## config.mk

```make
export PLATFORM = sky130hd
export DESIGN_NAME = clock_sram_host
export DESIGN_NICKNAME = d
export VERILOG_FILES = /design/src/shared/sram_clock_pkg.sv /design/src/pin_sync.sv /design/src/clock_sram_host.sv
export SDC_FILE = /design/constraint.sdc
export NUM_CORES = 1
export LEC_CHECK = 0
export BUFFER_PORTS_ARGS = -buffer_cell sky130_fd_sc_hd__buf_2
export CELL_PAD_IN_SITES_DETAIL_PLACEMENT = 1
export CELL_PAD_IN_SITES_GLOBAL_PLACEMENT = 1
export CORE_UTILIZATION = 39
export DETAILED_ROUTE_END_ITERATION = 16
export PLACE_DENSITY = 0.85
export SYNTH_ARGS = -nofsm -noshare
export SYNTH_HDL_FRONTEND = slang
export SYNTH_SLANG_ARGS = --single-unit
```

## constraint.sdc

```tcl
create_clock -name sys_clk -period 2.3 [get_ports sys_clk]
set_clock_uncertainty 0.2 [all_clocks]
set_input_delay 0.46 -clock sys_clk [delete_from_list [all_inputs] [get_ports sys_clk]]
set_output_delay 0.46 -clock sys_clk [all_outputs]
set_load 0.02 [all_outputs]
```

## src/shared/sram_clock_pkg.sv

```systemverilog
// constants for the host-side port controller of a clock-mapped static ram
// assumes a 250 MHz controller clock and an asynchronous byte-wide device
package sram_clock_pkg;
  localparam int          CLK_PERIOD_PS    = 4000;
  localparam int          ADDR_W           = 15;
  localparam int          DATA_W           = 8;
  // clock byte map
  localparam logic [14:0] CLOCK_CTRL_ADDR  = 15'h7FF8;
  localparam logic [14:0] CLOCK_SEC_ADDR   = 15'h7FF9;
  localparam logic [14:0] CLOCK_YEAR_ADDR  = 15'h7FFF;
  localparam int          CTRL_SET_BIT     = 7;
  localparam int          CTRL_HALT_BIT    = 6;
  localparam int          CTRL_SIGN_BIT    = 5;
  localparam logic [7:0]  CTRL_CAL_MASK    = 8'h3F;
  // timing, ns as printed
  localparam int          READ_CYCLE_NS    = 70;
  localparam int          INDEX_TO_OUTPUT_DELAY_NS = 70;
  localparam int          OE_ACCESS_NS     = 35;
  localparam int          OUTPUT_HIZ_NS    = 25;
  localparam int          WRITE_PULSE_NS   = 50;
  localparam int          DATA_SETUP_NS    = 30;
  localparam int          DATA_HOLD_NS     = 5;
  localparam int          WRITE_CYCLE_NS   = 70;
  // minimum times round up to whole cycles
  localparam int          READ_CYC   = (INDEX_TO_OUTPUT_DELAY_NS * 1000 + CLK_PERIOD_PS - 1) / CLK_PERIOD_PS;
  localparam int          HIZ_CYC    = (OUTPUT_HIZ_NS * 1000 + CLK_PERIOD_PS - 1) / CLK_PERIOD_PS;
  localparam int          WPULSE_CYC = (WRITE_PULSE_NS * 1000 + CLK_PERIOD_PS - 1) / CLK_PERIOD_PS;
  localparam int          HOLD_CYC   = (DATA_HOLD_NS * 1000 + CLK_PERIOD_PS - 1) / CLK_PERIOD_PS;
  localparam int          RECOV_CYC  = ((WRITE_CYCLE_NS - WRITE_PULSE_NS) * 1000 + CLK_PERIOD_PS - 1) / CLK_PERIOD_PS;
  localparam int          CNT_W      = 5;
endpackage

```

## src/pin_sync.sv

```systemverilog
// three-flop synchroniser for a pin level; change accepted when stages two and three agree
// assumes the pin is asynchronous to sys_clk
`timescale 1ns/1ps
module pin_sync #(
  parameter int          W     = 8,
  parameter logic [W-1:0] INIT = '0
) (
  // clock
  input  wire logic         sys_clk,
  input  wire logic         resetn,
  input  wire logic         clk_en,
  // level
  input  wire logic [W-1:0] async_in,
  output logic      [W-1:0] sync_out
);
  logic [W-1:0] s1, s2, s3, next_out;

  always_comb begin
    next_out = sync_out;
    if (s2 == s3) begin
      next_out = s3;
    end
  end

  always_ff @(posedge sys_clk or negedge resetn) begin
    if (!resetn) begin
      s1       <= INIT;
      s2       <= INIT;
      s3       <= INIT;
      sync_out <= INIT;
    end else if (clk_en) begin
      s1       <= async_in;
      s2       <= s1;
      s3       <= s2;
      sync_out <= next_out;
    end
  end
endmodule

```

## src/clock_sram_host.sv

```systemverilog
// host controller driving the strobes, index and byte lines of a clock-mapped static ram
// assumes the device is a plain asynchronous byte-wide part; data lines are resolved by the bench
`timescale 1ns/1ps

module clock_sram_host #(
  parameter int ADDR_W = sram_clock_pkg::ADDR_W,
  parameter int DATA_W = sram_clock_pkg::DATA_W
) (
  // clock and reset
  input  wire logic              sys_clk,
  input  wire logic              resetn,
  input  wire logic              clk_en,
  // user request
  input  wire logic              req_valid,
  input  wire logic              req_write,
  input  wire logic [ADDR_W-1:0] req_index,
  input  wire logic [DATA_W-1:0] req_wdata,
  output logic                   req_ready,
  output logic                   rsp_valid,
  output logic      [DATA_W-1:0] rsp_rdata,
  // device pins
  output logic                   chip_select_n,
  output logic                   output_enable_n,
  output logic                   write_strobe_n,
  output logic      [ADDR_W-1:0] byte_index_lines,
  input  wire logic [DATA_W-1:0] byte_lines_in,
  output logic      [DATA_W-1:0] byte_lines_out,
  output logic                   byte_lines_oe_n
);
  typedef enum logic [2:0] {
    ST_IDLE  = 3'b000,
    ST_RDACC = 3'b001,
    ST_RDCAP = 3'b011,
    ST_WRPUL = 3'b010,
    ST_WRHLD = 3'b110,
    ST_RECOV = 3'b111,
    ST_RDSYN = 3'b101
  } state_e;

  localparam logic [4:0] READ_N  = 5'(sram_clock_pkg::READ_CYC);
  localparam logic [4:0] WPUL_N  = 5'(sram_clock_pkg::WPULSE_CYC);
  localparam logic [4:0] HOLD_N  = 5'(sram_clock_pkg::HOLD_CYC);
  localparam logic [4:0] RECOV_N = 5'(sram_clock_pkg::RECOV_CYC);
  localparam logic [4:0] HIZ_N   = 5'(sram_clock_pkg::HIZ_CYC);
  localparam logic [4:0] SYNC_N  = 5'h03;

  state_e            state, next_state;
  logic [4:0]        cnt, next_cnt;
  logic              cs_n, next_cs_n, oe_n, next_oe_n, we_n, next_we_n, doe_n, next_doe_n;
  logic [ADDR_W-1:0] idx, next_idx;
  logic [DATA_W-1:0] wdat, next_wdat, rdat, next_rdat;
  logic              rvld, next_rvld;
  logic [DATA_W-1:0] din_sync;

  pin_sync #(.W(DATA_W), .INIT('0)) u_din_sync (
    .sys_clk  (sys_clk),
    .resetn   (resetn),
    .clk_en   (clk_en),
    .async_in (byte_lines_in),
    .sync_out (din_sync)
  );

  assign req_ready        = (state == ST_IDLE);
  assign chip_select_n    = cs_n;
  assign output_enable_n  = oe_n;
  assign write_strobe_n   = we_n;
  assign byte_index_lines = idx;
  assign byte_lines_out   = wdat;
  assign byte_lines_oe_n  = doe_n;
  assign rsp_valid        = rvld;
  assign rsp_rdata        = rdat;

  always_comb begin
    next_state = state;
    next_cnt   = cnt;
    next_cs_n  = cs_n;
    next_oe_n  = oe_n;
    next_we_n  = we_n;
    next_doe_n = doe_n;
    next_idx   = idx;
    next_wdat  = wdat;
    next_rdat  = rdat;
    next_rvld  = 1'b0;
    case (state)
      ST_IDLE: begin
        if (req_valid) begin
          // every index, clock bytes included, takes the same cycle
          next_idx  = req_index;
          next_cs_n = 1'b0;
          next_cnt  = 5'h00;
          if (req_write) begin
            next_wdat  = req_wdata;
            next_oe_n  = 1'b1;
            next_we_n  = 1'b0;
            next_doe_n = 1'b0;
            next_state = ST_WRPUL;
          end else begin
            next_oe_n  = 1'b0;
            next_we_n  = 1'b1;
            next_doe_n = 1'b1;
            next_state = ST_RDACC;
          end
        end
      end
      ST_RDACC: begin
        // wait the longest access delay before trusting the lines
        next_cnt = cnt + 5'h01;
        if (cnt + 5'h01 >= READ_N) begin
          next_cnt   = 5'h00;
          next_state = ST_RDSYN;
        end
      end
      ST_RDSYN: begin
        // cover the synchroniser latency so the captured byte is settled
        next_cnt = cnt + 5'h01;
        if (cnt + 5'h01 >= SYNC_N) begin
          next_state = ST_RDCAP;
        end
      end
      ST_RDCAP: begin
        next_rdat  = din_sync;
        next_rvld  = 1'b1;
        next_cs_n  = 1'b1;
        next_oe_n  = 1'b1;
        next_cnt   = 5'h00;
        next_state = ST_RECOV;
      end
      ST_WRPUL: begin
        // pulse also covers data set-up, index held fixed
        next_cnt = cnt + 5'h01;
        if (cnt + 5'h01 >= WPUL_N) begin
          next_we_n  = 1'b1;
          next_cs_n  = 1'b1;
          next_cnt   = 5'h00;
          next_state = ST_WRHLD;
        end
      end
      ST_WRHLD: begin
        next_cnt = cnt + 5'h01;
        if (cnt + 5'h01 >= HOLD_N) begin
          next_doe_n = 1'b1;
          next_cnt   = 5'h00;
          next_state = ST_RECOV;
        end
      end
      ST_RECOV: begin
        // strobes stay high for recovery and to let device outputs float
        next_cnt = cnt + 5'h01;
        if (cnt + 5'h01 >= ((RECOV_N > HIZ_N) ? RECOV_N : HIZ_N)) begin
          next_cnt   = 5'h00;
          next_state = ST_IDLE;
        end
      end
      default: begin
        next_state = ST_IDLE;
        next_cs_n  = 1'b1;
        next_oe_n  = 1'b1;
        next_we_n  = 1'b1;
        next_doe_n = 1'b1;
      end
    endcase
  end

  always_ff @(posedge sys_clk or negedge resetn) begin
    if (!resetn) begin
      state <= ST_IDLE;
      cnt   <= 5'h00;
      cs_n  <= 1'b1;
      oe_n  <= 1'b1;
      we_n  <= 1'b1;
      doe_n <= 1'b1;
      idx   <= '0;
      wdat  <= '0;
      rdat  <= '0;
      rvld  <= 1'b0;
    end else if (clk_en) begin
      state <= next_state;
      cnt   <= next_cnt;
      cs_n  <= next_cs_n;
      oe_n  <= next_oe_n;
      we_n  <= next_we_n;
      doe_n <= next_doe_n;
      idx   <= next_idx;
      wdat  <= next_wdat;
      rdat  <= next_rdat;
      rvld  <= next_rvld;
    end
  end
endmodule

```

==> impl_metrics.csv <==
group,metric,value,unit
power_and_ir_drop,cellPowerDensity,1190,mW/mm²
outcome,status,"finished, violations left",
clocking,cts_buffers,9,
outcome,failed_checks,"setup timing",
timing,timing.final.crit_period,2320,ps
setup_path,crit_buf_inv,2,
timing,setup_ws,-23.1,ps
yosys,ys_types,45,
global_routing,grt_overflow,0,
clocking,clk_path_buf_depth,2,
power_and_ir_drop,leakagePower,2.07,nW
routing,routed_wl,8190,µm
routing,antenna_left,0,
timing,rsz0062_at_grt,"yes",
yosys,synth_top_area_share,0.536,
worst_hold_path,hold_path.class,"in -> reg",
yosys,synth_edf_count,0,
clocking,htree_levels,3,
global_routing,grt_pass1_vias,2719,
power_and_ir_drop,power.total,5.26,mW
global_routing,grt_max_degree,43,
timing,hold_ws,133,ps
placement,io_buffers,72,
placement,gp_congestion,0.869,
finish,diodes,0,
die,die-area,0.00900,mm²
global_routing,antenna_found_initial,0,
setup_path,worstPathRequired,2340,ps
yosys,yosys_warnings,0,
global_routing,grtUsageTotal,0.203,
yosys,synth_cells,251,
yosys,synth.avg_cell_area,13.4,µm²
setup_path,critPathCaptureType,"flip-flop",
placement,place_hpwl,5910,µm
timing,final_max_slew_viol_count,0,
routing,drt_iter0_drc,132,
finish,drive_gt1_frac,0.584,
setup_path,arrival,2360,ps
clocking,clock_latency,350,ps
setup_path,crit_chain,"inv_2 > ha_4 > nor2b_1 > o21ai_0 > nand4_1 > o41ai_1 > buf_4 > nor3b_2 > and4b_1",
routing,viasPerCell,5.15,
setup_path,critPathMaxStageDelay,430,ps
timing,hold_violations,0,
setup_path,critical_path.top_delay_family,"simple AND/OR/NAND/NOR gates",
yosys,synth.net_count,291,
die,die_w,94.9,µm
timing,setup_viol,10,
yosys,synth_top_area_cell,"dfrtp_1",
die,initial_core_util,0.405,
die,num_rows,33,
job,drv_cap,0,
yosys,ys_ff_latch,76,
yosys,synth_seq_area_share,0.567,
clocking,clk_transition_reported_paths,80,ps
timing,max_slew_margin,0.675,
timing,fmax,430,MHz
yosys,async_reset_ff_frac,1.00,
die,core-area,0.00830,mm²
die,die_y,94.9,µm
timing,tightestPinTransition,487,ps
routing,vias,2420,
yosys,yosys-top-cells-area,"dfrtp_1 (54%), mux2_2 (21%), dfstp_2 (3.1%), xor2_1 (2.6%), ha_1 (1.5%)",
die,ios,73,
finish,nNetsFinal,400,
setup_path,cp_slowest_cell,"dfrtp_2",
clocking,cts_tree,"yes",
yosys,synth-main-ff-cell,"dfrtp_1",
clocking,cts_num_sinks,76,
routing,drtPass1Iterations,5,
placement,dpl.cell_count,448,
routing,wl_per_cell,17.4,µm
finish,finalNonFillerCells,470,
finish,synthToLayoutAreaGrowth,31.4,%
setup_path,crit_path_max_fanout,5,
setup_path,crit_type,"reg -> reg",
setup_path,start_kind,"flip-flop",
finish,fin_util,0.533,
yosys,netlist_area,0.00336,mm²
power_and_ir_drop,peakVddDrop,498,µV
placement,place_ws,-138,ps
routing,route.detailed.drc,0,
timing,period_share,1.01,
clocking,ctsRootBufferMaster,"clkbuf_8",
global_routing,grt_pass1_wl,13400,µm
layout by cell type, fill, tap and decap left out, types with 2 or more instances in the layout:
cell and count:
buf_2 71, dfrtp_1 70, mux2_2 63, buf_4 32
clkbuf_8 11, o21ai_0 10, nor2_1 9, xor2_1 7
nand2_1 7, inv_1 6, nand3_1 4, nor2b_1 4
o31ai_1 4, a31oi_1 4, dfstp_2 4, xor2_2 3
ha_4 3, inv_2 2, xnor2_1 2, nand3_2 2
nor4_2 2, o41ai_1 2, o211ai_1 2, and3_1 2
a21oi_1 2, o21a_1 2, clkinvlp_4 2, dfrtp_2 2
cells by family (layout without fill, tap and decap cells):
family | Yosys count | in the layout | share of synthesized area
adders and majority gates | 4 | 4 | 0.0149
AOI/OAI and AO/OA | 34 | 34 | 0.0707
muxes | 64 | 64 | 0.214
buffers and inverters | 16 | 130 | 0.0201
and+or+nand+nor | 45 | 45 | 0.0822
xor gates and xnor gates | 12 | 12 | 0.0312
DFF | 76 | 76 | 0.567
final timing paths:
kind	startpoint	end	slack, ps	cells past startpoint
worst min register to register	byte_lines_out[1]	byte_lines_out[1]	300	1
worst min-delay path	byte_lines_in[7]	u_din_sync.s1[7]	130	2
min in group asynchronous	resetn	u_din_sync.s3[5]	400	2
max in group asynchronous	resetn	write_strobe_n	860	3
worst max-delay path	cnt[0]	state[0]	-20	9
worst max register to register	cnt[0]	state[0]	-20	9
repair_timing:
action	4_1_cts	5_1_grt
gates cloned	0	0
pin swaps	10	7
hold buffers	1	0
resized for setup	10	8
hold endpoints to repair	32	0
endpoints found under the setup margin	17	21
buffers inserted	5	0
cell type report:
cell class	count	area, µm²
Fill cell	881	3880
Sequential cell	76	1910
Multi-Input combinational cell	159	1500
Timing Repair Buffer	106	637
Clock buffer	11	151
Tap cell	105	131
Clock inverter	5	58.8
Inverter	8	30.0
report_power, final:
group / leakage [nW] / internal, mW / total (mW) / switching (mW)
registers: 0.937 / 1.77 / 2.02 / 0.252
clock network: 0.102 / 0.562 / 1.06 / 0.496
logic: 1.03 / 0.976 / 2.18 / 1.20
synth_stat cells (2+ instances only):
master	number
ha_1	4
nand2_1	7
nor3_1	2
nor2_1	9
buf_2	3
o31ai_1	4
a31oi_1	4
dfrtp_1	72
and3_1	2
o21ai_0	10
o211ai_1	2
a211oi_1	2
nand3_1	6
o21a_1	2
xor2_1	10
a21oi_1	2
inv_1	8
xnor2_1	2
buf_1	2
nor2b_1	4
nor4_1	3
mux2_2	63
clkbuf_1	2
o41ai_1	2
dfstp_2	4
through the flow:
stage / cell area [µm²] / setup TNS, ps
after CTS: 4380 / -1.03
after global placement: 4060 / -111
after floorplan: 3380 / 0
final: 4420 / -146
after global routing: 4420 / -1280
after detailed placement: 4060 / -1560
per-layer routing:
layer,wire length [µm],up-vias,GRT usage
li1,-,1116,-
met1,3190,1236,0.225
met2,4580,50,0.367
met3,234,18,0.0548
met4,187,0,0.0795
met5,0,-,0
registers in the layout, indices dropped and copies added (netlist names):
signal	cells
byte_lines_oe_n	1
cnt	5
u_din_sync.s3	8
output_enable_n	1
rsp_valid	1
byte_lines_out	8
state	3
write_strobe_n	1
u_din_sync.sync_out	8
byte_index_lines	15
chip_select_n	1
u_din_sync.s1	8
rsp_rdata	8
u_din_sync.s2	8
Power figures use the tool's default switching activity.
